**config.mk**
```make
export PLATFORM = sky130hd
export DESIGN_NAME = output6_divider_and_spread_cfg
export DESIGN_NICKNAME = d
export VERILOG_FILES = /design/src/clk6_cfg_pkg.sv /design/src/spread_seq.sv /design/src/output6_divider_and_spread_cfg.sv
export SDC_FILE = /design/constraint.sdc
export NUM_CORES = 1
export LEC_CHECK = 0
export ABC_AREA = 1
export BUFFER_PORTS_ARGS = -buffer_cell sky130_fd_sc_hd__buf_2
export CAP_MARGIN = 20
export CORE_MARGIN = 2
export CORE_UTILIZATION = 45
export DETAILED_ROUTE_END_ITERATION = 10
export PLACE_DENSITY = 0.74
export SLEW_MARGIN = 20
export SYNTH_ARGS = -nofsm -noshare
export SYNTH_HDL_FRONTEND = slang
export SYNTH_HIERARCHICAL = 1
export SYNTH_SLANG_ARGS = --single-unit
```
**constraint.sdc**
```tcl
create_clock -name core_clk -period 4.95 [get_ports core_clk]
set_input_delay 0.7425 -clock core_clk [delete_from_list [all_inputs] [get_ports core_clk]]
set_output_delay 0.7425 -clock core_clk [all_outputs]
set_load 0.05 [all_outputs]
```
**src/clk6_cfg_pkg.sv**
```systemverilog
// constants and carrier types for the sixth output bank and first-pll spread sequencer
//////////////////////////////////////////////////////////////////////////////////////
// Contract
// - mode 00 off, 01 by one, 10 by two, 11 q+2
// - two ten-bit divider copies, default two, both used
// - polarity bit zero passes, one inverts
// - disabled drive: 0x float, 10 low, 11 high
// - step every programmed cycles; zero disables spread
// - use only programmed number of samples
// - dither bit enables lsb dither, default off
// - six-bit offset is first waveform sample
// - each later point adds next unsigned delta
//////////////////////////////////////////////////////////////////////////////////////
package clk6_cfg_pkg;

  // register offsets on the configuration port
  localparam logic [7:0] SIXTH_CLOCK_OUTPUT_CTRL_ADDR = 8'h5C;     // polarity, slew, disabled drive mode
  localparam logic [7:0] SIXTH_CLOCK_OUTPUT_DIV_LO_ADDR = 8'h5D;   // low divider bits and both mode copies
  localparam logic [7:0] SIXTH_CLOCK_OUTPUT_DIV_HI_A_ADDR = 8'h5E; // divider bits 9:2, set a
  localparam logic [7:0] SIXTH_CLOCK_OUTPUT_DIV_HI_B_ADDR = 8'h5F; // divider bits 9:2, set b
  localparam logic [7:0] SS_STEP_ADDR = 8'h60;       // step period and sample count
  localparam logic [7:0] SS_DITH_ADDR = 8'h61;       // dither, doubler, start offset
  localparam logic [7:0] SS_DELTA_BASE_ADDR = 8'h62; // first of the delta sample registers
  localparam int SS_DELTA_REGS = 6;                  // two deltas per register
  localparam int SS_DELTAS = 12;                     // delta sample memory depth

  // values after reset
  localparam logic [7:0] SIXTH_CLOCK_OUTPUT_CTRL_RESET = 8'h00;
  localparam logic [7:0] SIXTH_CLOCK_OUTPUT_DIV_LO_RESET = 8'hBB;
  localparam logic [7:0] SIXTH_CLOCK_OUTPUT_DIV_HI_RESET = 8'h00;
  localparam logic [7:0] SS_REG_RESET = 8'h00;

  // field positions
  localparam int CTRL_OEM_LSB = 6;    // disabled drive mode, two bits
  localparam int CTRL_SLEW_LSB = 4;   // slew setting, stored only
  localparam int CTRL_INV_BIT = 2;    // polarity select
  localparam logic [7:0] CTRL_WRITABLE = 8'hF4; // bits 3, 1, 0 are reserved
  localparam int DIV_MODE_A_LSB = 0;
  localparam int DIV_Q_A_LSB = 2;
  localparam int DIV_MODE_B_LSB = 4;
  localparam int DIV_Q_B_LSB = 6;
  localparam int SS_PERIOD_LSB = 4;
  localparam int SS_COUNT_LSB = 0;
  localparam int SS_DITHER_BIT = 7;
  localparam int SS_DOUBLER_BIT = 6;
  localparam int SS_OFFSET_LSB = 0;

  // divide mode encoding
  localparam logic [1:0] DIV_MODE_OFF = 2'h0;
  localparam logic [1:0] DIV_MODE_BY1 = 2'h1;
  localparam logic [1:0] DIV_MODE_BY2 = 2'h2;
  localparam logic [1:0] DIV_MODE_BYQ = 2'h3;
  localparam logic [10:0] DIV_Q_ADDEND = 11'h002;

  // disabled drive mode encoding (bit 1 clear means float)
  localparam logic [1:0] OEM_PARK_LOW = 2'h2;
  localparam logic [1:0] OEM_PARK_HIGH = 2'h3;

  // dither generator seed; the taps are fixed in spread_seq
  localparam logic [7:0] LFSR_SEED = 8'h01;

  // sixth output control fields
  typedef struct packed {
    logic [1:0] drive_mode; // what the pin does while disabled
    logic invert;           // polarity select
  } out_ctrl_t;

  // first pll spread configuration
  typedef struct packed {
    logic [3:0] step_period;  // pfd cycles per step, zero is off
    logic [3:0] sample_count; // samples taken from memory
    logic dither;             // lsb dither on the modulator
    logic [5:0] start_offset; // first sample of the waveform
  } spread_cfg_t;

endpackage

```
**src/spread_seq.sv**
```systemverilog
// spread waveform sequencer for the first pll
`timescale 1ns/1ns
module spread_seq (
  input wire logic core_clk,
  input wire logic rst_b,
  input wire clk6_cfg_pkg::spread_cfg_t cfg,
  input wire logic [47:0] deltas,
  output logic [7:0] frac_word,
  output logic step_pulse,
  output logic spread_active,
  output logic dither_lsb
);

  typedef enum logic {SS_OFF, SS_RUN} ss_state_t;

  // pick one delta; indexes past the memory add nothing
  function automatic logic [7:0] delta_at(input logic [47:0] d, input logic [3:0] i);
    logic [7:0] v;
    v = 8'h00;
    if (i < 4'(clk6_cfg_pkg::SS_DELTAS)) begin
      v = {4'h0, d[i*4 +: 4]};
    end
    return v;
  endfunction

  ss_state_t state, next_state;
  logic [3:0] step_cnt, next_step_cnt; // pfd cycles within one step
  logic [3:0] idx, next_idx;           // current sample index
  logic [7:0] next_frac;
  logic next_step;
  logic [7:0] lfsr, next_lfsr;         // free-running dither source
  logic next_dither;
  logic next_active;                   // run flag, registered so the pin comes from a flop

  // next waveform point, step timing and dither
  always_comb begin
    next_state = state;
    next_step_cnt = step_cnt;
    next_idx = idx;
    next_frac = frac_word;
    next_step = 1'b0;
    next_lfsr = {lfsr[6:0], lfsr[7] ^ lfsr[5] ^ lfsr[4] ^ lfsr[3]};
    next_dither = cfg.dither & lfsr[0];
    case (state)
      SS_OFF: begin
        // park on the offset so the first point is right when spread starts
        next_step_cnt = 4'h0;
        next_idx = 4'h0;
        next_frac = {2'h0, cfg.start_offset};
        if (cfg.step_period != 4'h0) begin
          next_state = SS_RUN;
        end
      end
      SS_RUN: begin
        if (cfg.step_period == 4'h0) begin
          next_state = SS_OFF;
          next_frac = {2'h0, cfg.start_offset};
          next_idx = 4'h0;
          next_step_cnt = 4'h0;
        end else if (step_cnt >= cfg.step_period - 4'h1) begin
          next_step_cnt = 4'h0;
          next_step = 1'b1;
          if (cfg.sample_count == 4'h0 || idx >= cfg.sample_count - 4'h1) begin
            // count used up: restart from the offset and repeat
            next_idx = 4'h0;
            next_frac = {2'h0, cfg.start_offset};
          end else begin
            next_idx = idx + 4'h1;
            next_frac = frac_word + delta_at(deltas, idx);
          end
        end else begin
          next_step_cnt = step_cnt + 4'h1;
        end
      end
      default: next_state = SS_OFF;
    endcase
    next_active = (next_state == SS_RUN);
  end

  // register the sequencer state
  always_ff @(posedge core_clk or negedge rst_b) begin
    if (!rst_b) begin
      state <= SS_OFF;
      step_cnt <= 4'h0;
      idx <= 4'h0;
      frac_word <= 8'h00;
      step_pulse <= 1'b0;
      lfsr <= clk6_cfg_pkg::LFSR_SEED;
      dither_lsb <= 1'b0;
      spread_active <= 1'b0;
    end else begin
      state <= next_state;
      step_cnt <= next_step_cnt;
      idx <= next_idx;
      frac_word <= next_frac;
      step_pulse <= next_step;
      lfsr <= next_lfsr;
      dither_lsb <= next_dither;
      spread_active <= next_active;
    end
  end
endmodule

```
**src/output6_divider_and_spread_cfg.sv**
```systemverilog
// sixth output bank divider, drive control and first-pll spread configuration
`timescale 1ns/1ns
module output6_divider_and_spread_cfg (
  input wire logic core_clk,
  input wire logic rst_b,
  input wire logic [7:0] cfg_addr,
  input wire logic [7:0] cfg_wdata,
  input wire logic cfg_wr,
  input wire logic cfg_rd,
  output logic [7:0] cfg_rdata,
  input wire logic src_tick,
  input wire logic multi_config_operation,
  input wire logic config_sel_pin,
  input wire logic out_f_enable_bit,
  input wire logic shutdown_enable_pin,
  output logic sixth_clock_output,
  output logic sixth_clock_output_oe,
  output logic [7:0] pll_a_spread_frac,
  output logic pll_a_spread_step,
  output logic pll_a_spread_active,
  output logic pll_a_lsb_dither,
  output logic pll_a_doubler
);

  ////////////////////////////////////////////////////////////////////////////
  // helpers

  // divide ratio for one mode and divider value; zero means stopped
  function automatic logic [10:0] divide_ratio(input logic [1:0] mode, input logic [9:0] q);
    logic [10:0] r;
    r = 11'h000;
    case (mode)
      clk6_cfg_pkg::DIV_MODE_OFF: r = 11'h000;
      clk6_cfg_pkg::DIV_MODE_BY1: r = 11'h001;
      clk6_cfg_pkg::DIV_MODE_BY2: r = 11'h002;
      clk6_cfg_pkg::DIV_MODE_BYQ: r = {1'b0, q} + clk6_cfg_pkg::DIV_Q_ADDEND;
      default: r = 11'h000;
    endcase
    return r;
  endfunction

  ////////////////////////////////////////////////////////////////////////////
  // configuration registers

  logic [7:0] out_ctrl, next_out_ctrl;     // polarity, slew, disabled drive
  logic [7:0] div_lo, next_div_lo;         // mode copies and low divider bits
  logic [7:0] div_hi_a, next_div_hi_a;     // divider high bits, set a
  logic [7:0] div_hi_b, next_div_hi_b;     // divider high bits, set b
  logic [7:0] ss_step, next_ss_step;       // spread step period and count
  logic [7:0] ss_dith, next_ss_dith;       // dither, doubler, offset
  logic [7:0] ss_delta [clk6_cfg_pkg::SS_DELTA_REGS];
  logic [7:0] next_ss_delta [clk6_cfg_pkg::SS_DELTA_REGS];
  logic [7:0] next_rdata;

  // writes land the cycle after the strobe; reads answer one cycle later
  always_comb begin
    next_out_ctrl = out_ctrl;
    next_div_lo = div_lo;
    next_div_hi_a = div_hi_a;
    next_div_hi_b = div_hi_b;
    next_ss_step = ss_step;
    next_ss_dith = ss_dith;
    next_ss_delta = ss_delta;
    next_rdata = 8'h00; // unmapped reads and idle cycles give zero
    if (cfg_wr) begin
      case (cfg_addr)
        // reserved control bits never store, so they read back zero
        clk6_cfg_pkg::SIXTH_CLOCK_OUTPUT_CTRL_ADDR: next_out_ctrl = cfg_wdata & clk6_cfg_pkg::CTRL_WRITABLE;
        clk6_cfg_pkg::SIXTH_CLOCK_OUTPUT_DIV_LO_ADDR: next_div_lo = cfg_wdata;
        clk6_cfg_pkg::SIXTH_CLOCK_OUTPUT_DIV_HI_A_ADDR: next_div_hi_a = cfg_wdata;
        clk6_cfg_pkg::SIXTH_CLOCK_OUTPUT_DIV_HI_B_ADDR: next_div_hi_b = cfg_wdata;
        clk6_cfg_pkg::SS_STEP_ADDR: next_ss_step = cfg_wdata;
        clk6_cfg_pkg::SS_DITH_ADDR: next_ss_dith = cfg_wdata;
        default: begin
          for (int i = 0; i < clk6_cfg_pkg::SS_DELTA_REGS; i++) begin
            if (cfg_addr == clk6_cfg_pkg::SS_DELTA_BASE_ADDR + 8'(i)) begin
              next_ss_delta[i] = cfg_wdata;
            end
          end
        end
      endcase
    end
    if (cfg_rd) begin
      case (cfg_addr)
        clk6_cfg_pkg::SIXTH_CLOCK_OUTPUT_CTRL_ADDR: next_rdata = out_ctrl;
        clk6_cfg_pkg::SIXTH_CLOCK_OUTPUT_DIV_LO_ADDR: next_rdata = div_lo;
        clk6_cfg_pkg::SIXTH_CLOCK_OUTPUT_DIV_HI_A_ADDR: next_rdata = div_hi_a;
        clk6_cfg_pkg::SIXTH_CLOCK_OUTPUT_DIV_HI_B_ADDR: next_rdata = div_hi_b;
        clk6_cfg_pkg::SS_STEP_ADDR: next_rdata = ss_step;
        clk6_cfg_pkg::SS_DITH_ADDR: next_rdata = ss_dith;
        default: begin
          for (int i = 0; i < clk6_cfg_pkg::SS_DELTA_REGS; i++) begin
            if (cfg_addr == clk6_cfg_pkg::SS_DELTA_BASE_ADDR + 8'(i)) begin
              next_rdata = ss_delta[i];
            end
          end
        end
      endcase
    end
  end

  // register file storage
  always_ff @(posedge core_clk or negedge rst_b) begin
    if (!rst_b) begin
      out_ctrl <= clk6_cfg_pkg::SIXTH_CLOCK_OUTPUT_CTRL_RESET;
      div_lo <= clk6_cfg_pkg::SIXTH_CLOCK_OUTPUT_DIV_LO_RESET;
      div_hi_a <= clk6_cfg_pkg::SIXTH_CLOCK_OUTPUT_DIV_HI_RESET;
      div_hi_b <= clk6_cfg_pkg::SIXTH_CLOCK_OUTPUT_DIV_HI_RESET;
      ss_step <= clk6_cfg_pkg::SS_REG_RESET;
      ss_dith <= clk6_cfg_pkg::SS_REG_RESET;
      for (int i = 0; i < clk6_cfg_pkg::SS_DELTA_REGS; i++) begin
        ss_delta[i] <= clk6_cfg_pkg::SS_REG_RESET;
      end
      cfg_rdata <= 8'h00;
    end else begin
      out_ctrl <= next_out_ctrl;
      div_lo <= next_div_lo;
      div_hi_a <= next_div_hi_a;
      div_hi_b <= next_div_hi_b;
      ss_step <= next_ss_step;
      ss_dith <= next_ss_dith;
      ss_delta <= next_ss_delta;
      cfg_rdata <= next_rdata;
    end
  end

  ////////////////////////////////////////////////////////////////////////////
  // pin synchronisers

  logic sel_s1, sel_s2;   // configuration select pin
  logic shut_s1, shut_s2; // shutdown / enable pin

  // both pins are asynchronous; only the second stage is used
  always_ff @(posedge core_clk or negedge rst_b) begin
    if (!rst_b) begin
      sel_s1 <= 1'b0;
      sel_s2 <= 1'b0;
      shut_s1 <= 1'b0;
      shut_s2 <= 1'b0;
    end else begin
      sel_s1 <= config_sel_pin;
      sel_s2 <= sel_s1;
      shut_s1 <= shutdown_enable_pin;
      shut_s2 <= shut_s1;
    end
  end

  ////////////////////////////////////////////////////////////////////////////
  // field decode

  clk6_cfg_pkg::out_ctrl_t ctrl;
  clk6_cfg_pkg::spread_cfg_t ss_cfg;
  logic [1:0] mode_a, mode_b, active_mode;
  logic [9:0] q_a, q_b, active_q;
  logic [10:0] ratio;  // divide ratio in force
  logic out_enabled;   // output running rather than parked
  logic [47:0] delta_flat;

  always_comb begin
    ctrl.drive_mode = out_ctrl[clk6_cfg_pkg::CTRL_OEM_LSB +: 2];
    ctrl.invert = out_ctrl[clk6_cfg_pkg::CTRL_INV_BIT];
    mode_a = div_lo[clk6_cfg_pkg::DIV_MODE_A_LSB +: 2];
    mode_b = div_lo[clk6_cfg_pkg::DIV_MODE_B_LSB +: 2];
    q_a = {div_hi_a, div_lo[clk6_cfg_pkg::DIV_Q_A_LSB +: 2]};
    q_b = {div_hi_b, div_lo[clk6_cfg_pkg::DIV_Q_B_LSB +: 2]};
    // set b only when multi-configuration operation is on and selected
    if (multi_config_operation && sel_s2) begin
      active_mode = mode_b;
      active_q = q_b;
    end else begin
      active_mode = mode_a;
      active_q = q_a;
    end
    ratio = divide_ratio(active_mode, active_q);
    // a zero mode in either set keeps the output parked
    out_enabled = out_f_enable_bit && shut_s2
      && mode_a != clk6_cfg_pkg::DIV_MODE_OFF && mode_b != clk6_cfg_pkg::DIV_MODE_OFF;
    ss_cfg.step_period = ss_step[clk6_cfg_pkg::SS_PERIOD_LSB +: 4];
    ss_cfg.sample_count = ss_step[clk6_cfg_pkg::SS_COUNT_LSB +: 4];
    ss_cfg.dither = ss_dith[clk6_cfg_pkg::SS_DITHER_BIT];
    ss_cfg.start_offset = ss_dith[clk6_cfg_pkg::SS_OFFSET_LSB +: 6];
    for (int i = 0; i < clk6_cfg_pkg::SS_DELTA_REGS; i++) begin
      delta_flat[i*8 +: 8] = ss_delta[i];
    end
  end

  ////////////////////////////////////////////////////////////////////////////
  // output divider and pin drive

  logic [10:0] div_cnt, next_div_cnt; // source ticks within one output period
  logic div_phase, next_div_phase;    // divided clock before polarity
  logic next_out, next_oe;
  logic next_doubler;

  // the divider restarts while parked so the first period is whole
  always_comb begin
    next_div_cnt = div_cnt;
    next_div_phase = div_phase;
    next_out = 1'b0;
    next_oe = 1'b0;
    if (!out_enabled || ratio == 11'h000) begin
      next_div_cnt = 11'h000;
      next_div_phase = 1'b0;
    end else if (src_tick) begin
      if (ratio == 11'h001) begin
        next_div_phase = ~div_phase; // pass-through follows every source edge
      end else begin
        // a shrunken ratio can leave the count above the end; wrap at once
        if (div_cnt >= ratio - 11'h001) begin
          next_div_cnt = 11'h000;
        end else begin
          next_div_cnt = div_cnt + 11'h001;
        end
        next_div_phase = next_div_cnt < (ratio >> 1);
      end
    end
    if (out_enabled) begin
      next_out = div_phase ^ ctrl.invert;
      next_oe = 1'b1;
    end else begin
      case (ctrl.drive_mode)
        clk6_cfg_pkg::OEM_PARK_LOW: begin
          next_out = 1'b0;
          next_oe = 1'b1;
        end
        clk6_cfg_pkg::OEM_PARK_HIGH: begin
          next_out = 1'b1;
          next_oe = 1'b1;
        end
        default: begin
          next_out = 1'b0; // released, pin floats
          next_oe = 1'b0;
        end
      endcase
    end
    next_doubler = ss_dith[clk6_cfg_pkg::SS_DOUBLER_BIT];
  end

  // divider and pin flops
  always_ff @(posedge core_clk or negedge rst_b) begin
    if (!rst_b) begin
      div_cnt <= 11'h000;
      div_phase <= 1'b0;
      sixth_clock_output <= 1'b0;
      sixth_clock_output_oe <= 1'b0;
      pll_a_doubler <= 1'b0;
    end else begin
      div_cnt <= next_div_cnt;
      div_phase <= next_div_phase;
      sixth_clock_output <= next_out;
      sixth_clock_output_oe <= next_oe;
      pll_a_doubler <= next_doubler;
    end
  end

  ////////////////////////////////////////////////////////////////////////////
  // spread sequencer

  spread_seq u_spread (
    .core_clk(core_clk),
    .rst_b(rst_b),
    .cfg(ss_cfg),
    .deltas(delta_flat),
    .frac_word(pll_a_spread_frac),
    .step_pulse(pll_a_spread_step),
    .spread_active(pll_a_spread_active),
    .dither_lsb(pll_a_lsb_dither)
  );
endmodule

```
### Word-level counts from Yosys, hierarchy flattened

Cells that the tools add are included.

* register bits: 147
* bits of input ports: 25
* output and inout port bits: 22
* word-level logic and storage cells: 148

* add/sub/neg operators: 8
* $lt $le $gt $ge: 5
* eq/ne operators: 20
* shifts and indexed selects: 1
* multiplexer cells: 47
* bitwise operators: 8
* reductions and logical operators: 30

Operators with widths (count)
* $mux 8: 14
* $eq 8x7->1 const B: 12
* $mux 11: 7
* $pmux 8 s6: 1
* $shiftx 48x7->4: 1
* $pmux 11 s4: 1
* $mux 4: 6
* $reduce_and 3->1: 6
* $pmux 4 s2: 2
* $pmux 8 s2: 1
* $reduce_and 2->1: 7
* $mux 1: 12
* $add 10x2->11 const B: 1
* $add 11x1->11 const B: 1
* $eq 11x1->1 const B: 1
* $ge 11x11->1: 1
* $logic_not 11->1: 1
* $lt 11x10->1: 1
* $sub 11x1->11 const B: 1
* $mux 10: 1
* $add 4x1->4 const B: 2
* $add 8x8->8: 1
* $eq 2x2->1 const B: 4
* $ge 4x4->1: 2
* 19 further kinds: 32

### Logic depth before layout (Yosys ltp)

Gate-level depths: netlist of run 1.

* depth in word-level cells: 14
* mapped depth: 36
* depth with buffers taken out: 35

### Cells and area by module

Netlist of run 1, hierarchy kept.

Modules (own cells, without submodules)
* output6_divider_and_spread_cfg: times used 1, cells each 866, area an instance 6837.8 sq um, sequential area each 3010.4 sq um
* spread_seq: times used 1, cells each 286, area an instance 2085.8 sq um, sequential area each 676.9 sq um

### Worst setup path before layout of run 1

OpenSTA, ideal clock, no wires.

* kind: in2reg
* start: in multi_config_operation
* end: reg div_phase
* library setup time: 71 ps
* arrival time: 4408 ps
* required time: 4879 ps
* setup slack: 471 ps
* cell stages on the path: 36
* cells stage by stage: buf_6 -> nand2_8 -> buf_8 -> nand2_2 -> nand2_4 -> ha_1 -> nand3b_1 -> nand2_1 -> nor2_4 -> nor2_2 -> nand3_2 -> nor2_2 -> nand2_2 -> o21ai_0 -> inv_1 -> nor2_1 -> ha_1 -> nand2_1 -> inv_1 -> a21oi_1 -> nand2_1 -> inv_1 -> nand2_1 -> nor3b_1 -> ha_1 -> a21oi_1 -> o21ai_0 -> nand2_1 -> nand2_1 -> a21oi_1 -> nor2_1 -> nor2_1 -> nand2_1 -> nor2_1 -> nor2_1 -> nor2_1

* cells in the longest elaborated chain, start to end: 14
* elaborated cells on any way between the ends: 23
* those cells by class: add/sub (2); order compare (2); eq/ne (4); mux (10); reduce/logical (5)

Ends and longest elaborated chain
* start: declaration: line output6_divider_and_spread_cfg.sv:12 `input wire logic multi_config_operation,`
* $logic_and 1x1->1 *: line output6_divider_and_spread_cfg.sv:167 `if (multi_config_operation && sel_s2) begin`
* $mux 10 / $mux 2 (equally long branches): line output6_divider_and_spread_cfg.sv:167
* $add 10x2->11, or another cell as far along: line output6_divider_and_spread_cfg.sv:36 `clk6_cfg_pkg::DIV_MODE_BYQ: r = {1'b0, q} + clk6_cfg_pkg::DIV_Q_ADDEND;`
* $pmux 11 s4 *: line output6_divider_and_spread_cfg.sv:32 `case (mode)`
* $sub 11x1->11: line output6_divider_and_spread_cfg.sv:209 `if (div_cnt >= ratio - 11'h001) begin`
* $ge 11x11->1: line output6_divider_and_spread_cfg.sv:209
* $mux 11: line output6_divider_and_spread_cfg.sv:209
* $mux 11: line output6_divider_and_spread_cfg.sv:205 `if (ratio == 11'h001) begin`
* $mux 11: line output6_divider_and_spread_cfg.sv:204 `end else if (src_tick) begin`
* $mux 11: line output6_divider_and_spread_cfg.sv:201 `if (!out_enabled || ratio == 11'h000) begin`
* $lt 11x10->1: line output6_divider_and_spread_cfg.sv:214 `next_div_phase = next_div_cnt < (ratio >> 1);`
* $mux 1: line output6_divider_and_spread_cfg.sv:205
* $mux 1: line output6_divider_and_spread_cfg.sv:204
* $mux 1: line output6_divider_and_spread_cfg.sv:201
* end signal: assignment: line output6_divider_and_spread_cfg.sv:249 `div_phase <= next_div_phase;`
* end: declaration: line output6_divider_and_spread_cfg.sv:191 `logic div_phase, next_div_phase;`

Mark *: on every way between the ends. The rest lies on a longest branch, timed or not. The select of a mux whose other input is x is not followed.
A chain may end at the register's enable or synchronous reset.

### Worst setup path in the final report of run 1

* start: reg sel_s2
* end: reg div_phase

* cells in the longest elaborated chain, start to end: 14
* elaborated cells on any way between the ends: 23
* those cells by class: add/sub (2); order compare (2); eq/ne (4); mux (10); reduce/logical (5)

Ends and longest elaborated chain
* start: declaration: line output6_divider_and_spread_cfg.sv:130 `logic sel_s1, sel_s2;`
* start signal: assignment: line output6_divider_and_spread_cfg.sv:142 `sel_s2 <= sel_s1;`
* $logic_and 1x1->1 *: line output6_divider_and_spread_cfg.sv:167
* $mux 10 / $mux 2 (equally long branches): line output6_divider_and_spread_cfg.sv:167
* $add 10x2->11, or another cell as far along: line output6_divider_and_spread_cfg.sv:36
* $pmux 11 s4 *: line output6_divider_and_spread_cfg.sv:32
* $sub 11x1->11: line output6_divider_and_spread_cfg.sv:209
* $ge 11x11->1: line output6_divider_and_spread_cfg.sv:209
* $mux 11: line output6_divider_and_spread_cfg.sv:209
* $mux 11: line output6_divider_and_spread_cfg.sv:205
* $mux 11: line output6_divider_and_spread_cfg.sv:204
* $mux 11: line output6_divider_and_spread_cfg.sv:201
* $lt 11x10->1: line output6_divider_and_spread_cfg.sv:214
* $mux 1: line output6_divider_and_spread_cfg.sv:205
* $mux 1: line output6_divider_and_spread_cfg.sv:204
* $mux 1: line output6_divider_and_spread_cfg.sv:201

Marks and branches as above.

==> results of run 1 <==
[registers in the layout, summed over array words and instances (netlist names), 4 cells and up]
register            count
cfg_rdata               8
delta_flat             48
div_cnt                11
div_hi_a                8
div_hi_b                8
div_lo                  8
out_ctrl                5
ss_dith                 8
ss_step                 8
u_spread/frac_word      8
u_spread/idx            4
u_spread/lfsr           8
u_spread/step_cnt       4
[per-stage QoR]
stage	util	hold WS [ns]	cells	instance area [sq um]	TNS, ns
floorplan	-	0.3312	1152	8924	0
global placement	0.4799	0.3323	1439	9340	0
detailed placement	0.4799	0.3365	1439	9340	-0.03947
CTS	0.5105	0.3498	1471	9936	0
global route	0.5133	0.3565	1473	9991	-0.01645
finish	0.5133	0.3467	1473	9991	0
[how the worst max path moves through the flow]
stage                      startpoint                     to  slack (ns)
2_1_floorplan  multi_config_operation  div_phase$_DFFE_PN0P_        0.47
3_3_place_gp   multi_config_operation  div_phase$_DFFE_PN0P_        0.16
3_5_place_dp   multi_config_operation  div_phase$_DFFE_PN0P_       -0.04
4_1_cts              sel_s2$_DFF_PN0_  div_phase$_DFFE_PN0P_        0.22
5_1_grt              sel_s2$_DFF_PN0_  div_phase$_DFFE_PN0P_       -0.02
6_report             sel_s2$_DFF_PN0_  div_phase$_DFFE_PN0P_        0.54
[logic make-up after synthesis]
group,after synthesis,synth area share
mux,1,0.001122
fa+ha+maj,41,0.05833
compound gates,210,0.1311
simple gates,566,0.2971
xor+xnor,20,0.01963
flops,147,0.4132
buf+inv,167,0.07950
[power by group through the flow]
stage	clock network [uW]	logic (uW)	registers, uW
3_3_place_gp	0	283	1320
5_1_grt	1380	332	1310
2_1_floorplan	0	182	1330
6_report	1310	294	1310
4_1_cts	1320	292	1300
3_5_place_dp	0	291	1330
[synth_stat cells, types with 8 or more instances]
cell type  instances
nand3_1           82
nand4_1           15
xor2_1             8
nand2_4           11
o21ai_0          127
inv_2              8
nand2_2           14
o21a_1            11
nor2_2             9
buf_2             10
clkbuf_1           8
a21oi_1           42
nand2_1          308
inv_1            127
xnor2_1           12
dfrtp_1          140
ha_1              40
nor2_1            85
nor3_1             9
[worst register-to-register path, delay by kind of cell (launching register included)]
| family | cells | cell delay [ns] |
|---|---|---|
| AO/OA/AOI/OAI | 5 | 0.64 |
| buffers and inverters | 4 | 0.40 |
| flip-flops | 1 | 0.46 |
| adder cells (fa/ha/maj) | 3 | 0.74 |
| AND/OR/NAND/NOR | 22 | 2.12 |
[what timing repair did]
| item | in CTS | in global routing |
|---|---|---|
| gates resized for setup | 0 | 9 |
| endpoints found under the setup margin | 0 | 1 |
| hold buffers | 0 | 0 |
| buffers inserted | 0 | 2 |
[final cells by class]
type	count	area [sq um]	area share
Clock buffer	21	470.5	0.04709
Multi-Input combinational cell	838	4563	0.4567
Inverter	138	520.5	0.05210
Timing Repair Buffer	53	291.5	0.02918
Sequential cell	147	3689	0.3692
Clock inverter	11	125.1	0.01252
Tap cell	265	331.6	0.03319
[per-layer routing]
metal	GRT usage	vias up
met3	0.04344	55
met1	0.3294	3782
met2	0.3550	335
li1	-	3846
met4	0.09249	0
met5	0	-
==> flow_summary.json, run 1 <==
{
  "final_common_cell": "nand2_1",
  "grt_pass1_vias": 7436,
  "timing.reg2reg.setup_slack_ns": 0.54,
  "start_util": 0.4585,
  "clock_latency_ns": 0.43,
  "p_total_uw": 2908,
  "p_per_area_nw_per_um2": 291.1,
  "fill_cells": 1825,
  "synth_top_area_cell": "dfrtp_1",
  "worst-path-stages": 34,
  "required_ns": 5.31,
  "nets": 1261,
  "htreeDepth": 4,
  "intPower_uw": 2137,
  "ys_async_sr_fraction": 1.000,
  "cts_tree": "done",
  "synth-edff-count": 0,
  "synth_ff_type": "dfrtp_1",
  "power_frac_comb": 0.101,
  "finClkSkew_ns": 0.009420,
  "synthTopCellsByArea": "dfrtp_1, nand2_1, o21ai_0",
  "die-area_sq_um": 20970,
  "worst_ir_drop_vdd_mv": 0.2700,
  "ys_ff_latch": 147,
  "core_sq_um": 19460,
  "grt_pass1_wl_microns": 37920,
  "syn_to_final_growth_pct": 11.96,
  "fin_crit_sh": 0.8909,
  "min_to": "shut_s2$_DFF_PN0_",
  "dp_hpwl_microns": 16420,
  "cts_buffers": 17,
  "top_layer_used": "met4",
  "wl_met2_microns": 10320,
  "min_period_ns": 4.410,
  "most-common-layout-cells": "nand2_1, dfrtp_1, inv_1",
  "dieWidth_microns": 144.8,
  "dr.pass1.iters": 6,
  "antenna_left": 0,
  "end_kind": "flip-flop",
  "worst-setup-path-type": "flip-flop to flip-flop",
  "outcome": "finished clean",
  "antenna_found_initial": 0,
  "via_count": 8018,
  "cp_max_fo": 7,
  "worstPathArrival_ns": 4.77,
  "hold_start": "shut_s1$_DFF_PN0_",
  "hp-class": "flip-flop to flip-flop",
  "slew_headroom": 0.3388,
  "cap_violations": 0,
  "worst_setup_path_start_kind": "flip-flop",
  "cts.path.max_buffers": 2,
  "fmax_mhz": 226.8,
  "synth_fp_nets": 1218,
  "rr_startpoint": "sel_s2$_DFF_PN0_",
  "routed_wl_microns": 23080,
  "wl_per_cell_microns": 15.67,
  "cts.sinks": 147,
  "drc_errors": 0,
  "first_iter_violations": 772,
  "drt-met1-wl_microns": 10470,
  "crit_slowest_cell": "dfrtp_2",
  "synthCells": 1152,
  "cts_root_buffer": "clkbuf_16",
  "grt_max_degree": 115,
  "setup_violations": 0,
  "swShare": 0.2650,
  "slew_viol_final": 0,
  "vias_per_cell": 5.443,
  "whs_path_depth": 0,
  "ff2ff_path_depth": 34,
  "leakage_uw": 0.005030,
  "cp_top_family": "simple AND/OR/NAND/NOR gates",
  "wl_met3_microns": 1658,
  "timing.final.ws_setup_ns": 0.5403,
  "grt_usage": 0.2332,
  "p_seq_frac": 0.449,
  "syn_area_sq_um": 8924,
  "io_pins": 47,
  "synthDominantCellAreaShare": 0.3926,
  "port_buffers": 46,
  "num_rows": 51,
  "drive_gt1_frac": 0.1391,
  "syn_avg_cell_area_sq_um": 7.746,
  "synth_warnings": 6,
  "cpPeakStageDelay_ns": 0.46,
  "worst_pin_slew_ns": 0.9881,
  "n_antenna_cell": 0,
  "p_clk_frac": 0.450,
  "clk_pin_slew_worst_paths_ns": 0.06,
  "synth.distinct_cells": 53,
  "overflow": 0,
  "die_y_microns": 144.8,
  "place_congestion": 0.9170,
  "hold_viol_final": 0,
  "path_buf_inv": 4,
  "p_switching_uw": 770.8,
  "seq_area_frac_synth": 0.4132,
  "pre_cts_ws_ns": -0.03947,
  "r2r-end": "div_phase$_DFFE_PN0P_"
}
(Power assumes the default switching activity.)
==> run 2, diff against run 1 <==
Settings changed: CORE_ASPECT_RATIO set to 0.8, CORE_UTILIZATION 45 to 55, CTS_BUF_LIST set to sky130_fd_sc_hd__clkbuf_8, PLACE_DENSITY 0.74 to 0.85.
==> flow_summary.json, run 2 (synthesis gave the netlist of run 1 again) <==
{
  "p_total_uw": 2712,
  "largest_register_ffs": 48,
  "crit_slowest_cell": "dfrtp_2",
  "die_y_microns": 117.9,
  "nets": 1262,
  "timing.reg2reg.setup_slack_ns": 0.56,
  "routed_wl_microns": 23030,
  "grt_pass1_wl_microns": 37430,
  "dieWidth_microns": 146.4,
  "fill_cells": 1382,
  "pre_cts_ws_ns": -0.05369,
  "slew_viol_final": 0,
  "outcome": "finished clean",
  "multi_input_area_sq_um": 4544,
  "num_rows": 41,
  "n_antenna_cell": 0,
  "setup_violations": 0,
  "hold_viol_final": 0,
  "cts_tree": "done",
  "core_sq_um": 15800,
  "min_period_ns": 4.395,
  "required_ns": 5.35,
  "grt_pass1_vias": 7413,
  "clk_pin_slew_worst_paths_ns": 0.08,
  "overflow": 0,
  "rsz0062_at_grt": "false",
  "cts_buffers": 17,
  "end_kind": "flip-flop",
  "first_iter_violations": 868,
  "most-common-layout-cells": "nand2_1, dfrtp_1, inv_1",
  "die-area_sq_um": 17270,
  "dr.pass1.iters": 6,
  "fmax_mhz": 227.5,
  "antenna_found_initial": 0,
  "ff2ff_path_depth": 35,
  "hp-class": "input pin to asynchronous set/reset pin",
  "cts.path.max_buffers": 2,
  "htreeDepth": 4,
  "drive_gt1_frac": 0.1356,
  "worstPathArrival_ns": 4.80,
  "cap_violations": 0,
  "p_per_area_nw_per_um2": 277.0,
  "drc_errors": 0,
  "dp_hpwl_microns": 16690,
  "io_pins": 47,
  "seqCellArea_sq_um": 3689,
  "cts.sinks": 147,
  "holdBufCountCts": 0,
  "place_congestion": 0.9582,
  "grt_max_degree": 75,
  "grt_usage": 0.2745,
  "final_common_cell": "nand2_1",
  "rr_startpoint": "sel_s2$_DFF_PN0_",
  "via_count": 8099,
  "vias_per_cell": 5.688,
  "clock_latency_ns": 0.47,
  "cts_root_buffer": "clkbuf_8",
  "leakage_uw": 0.004988,
  "antenna_left": 0,
  "post-route-util": 0.6197,
  "fin_crit_sh": 0.8879,
  "worst_pin_slew_ns": 0.9841,
  "cp_max_fo": 14,
  "fin_setup_tns_ns": 0,
  "r2r-end": "div_phase$_DFFE_PN0P_",
  "finClkSkew_ns": 0.01127,
  "timing.final.ws_setup_ns": 0.5551,
  "port_buffers": 46,
  "cpPeakStageDelay_ns": 0.47,
  "worst-setup-path-type": "flip-flop to flip-flop",
  "syn_to_final_growth_pct": 9.717,
  "wl_per_cell_microns": 16.17,
  "worst_setup_path_start_kind": "flip-flop",
  "worst_ir_drop_vdd_mv": 0.2193,
  "start_util": 0.5648,
  "slew_headroom": 0.3439,
  "timing.critical_path.from": "sel_s2$_DFF_PN0_"
}
==> run 2: changes by cell type in the layout (fill, tap and decap cells not counted), moves of 2 or more <==
cell	change
inv_6	-3
nor2_2	-2
nor2_1	+2
inv_1	+3
nor3_2	+2
clkinv_2	-2
bufinv_16	+3
clkbuf_8	+17
clkbuf_16	-17
==> run 2: worst max-delay path, delay by kind of cell, from the launching register on <==
family | cells | cell delay, ns
flops | 1 | 0.47
simple gates | 20 | 1.95
buf+inv | 5 | 0.39
fa+ha+maj | 3 | 0.72
compound gates | 7 | 0.77
==> run 2: worst max-delay path by stage <==
stage	endpoint	slack [ns]
final	div_phase$_DFFE_PN0P_	0.56
after CTS	div_phase$_DFFE_PN0P_	0.20
after detailed placement	div_phase$_DFFE_PN0P_	-0.05
after global routing	div_phase$_DFFE_PN0P_	0.07
after global placement	div_phase$_DFFE_PN0P_	0.12
after floorplan	div_phase$_DFFE_PN0P_	0.47
==> run 2: final cells by class <==
cell class,instances,share of cell area
clock buffer,21,0.02952
clock inverter,11,0.01866
inverter,138,0.05316
multi-input combinational,838,0.4642
sequential,147,0.3767
tap,215,0.02748
timing repair buffer,54,0.03029
==> run 2: report_power, final <==
group	switching [uW]	internal, uW
clock network	461	649
registers	48.7	1260
logic	202	96.1
==> run 2: per-layer routing <==
metal / share of wire / GRT usage
met5: 0 / 0
met4: 0.022 / 0.08677
met1: 0.44 / 0.4014
met2: 0.43 / 0.3930
met3: 0.11 / 0.08062
==> run 2: repair_timing <==
| item | in CTS | in global routing |
|---|---|---|
| gates resized for setup | 0 | 5 |
| buffers inserted | 0 | 2 |
| setup endpoints to repair | 0 | 1 |
==> run 2: per-stage QoR <==
stage	std cells	hold slack, ns	cell area [sq um]
2_1_floorplan	1152	0.3312	8924
3_3_place_gp	1390	0.3319	9285
3_5_place_dp	1390	0.3449	9285
4_1_cts	1422	0.3078	9757
5_1_grt	1424	0.3335	9791
6_report	1424	0.2879	9791
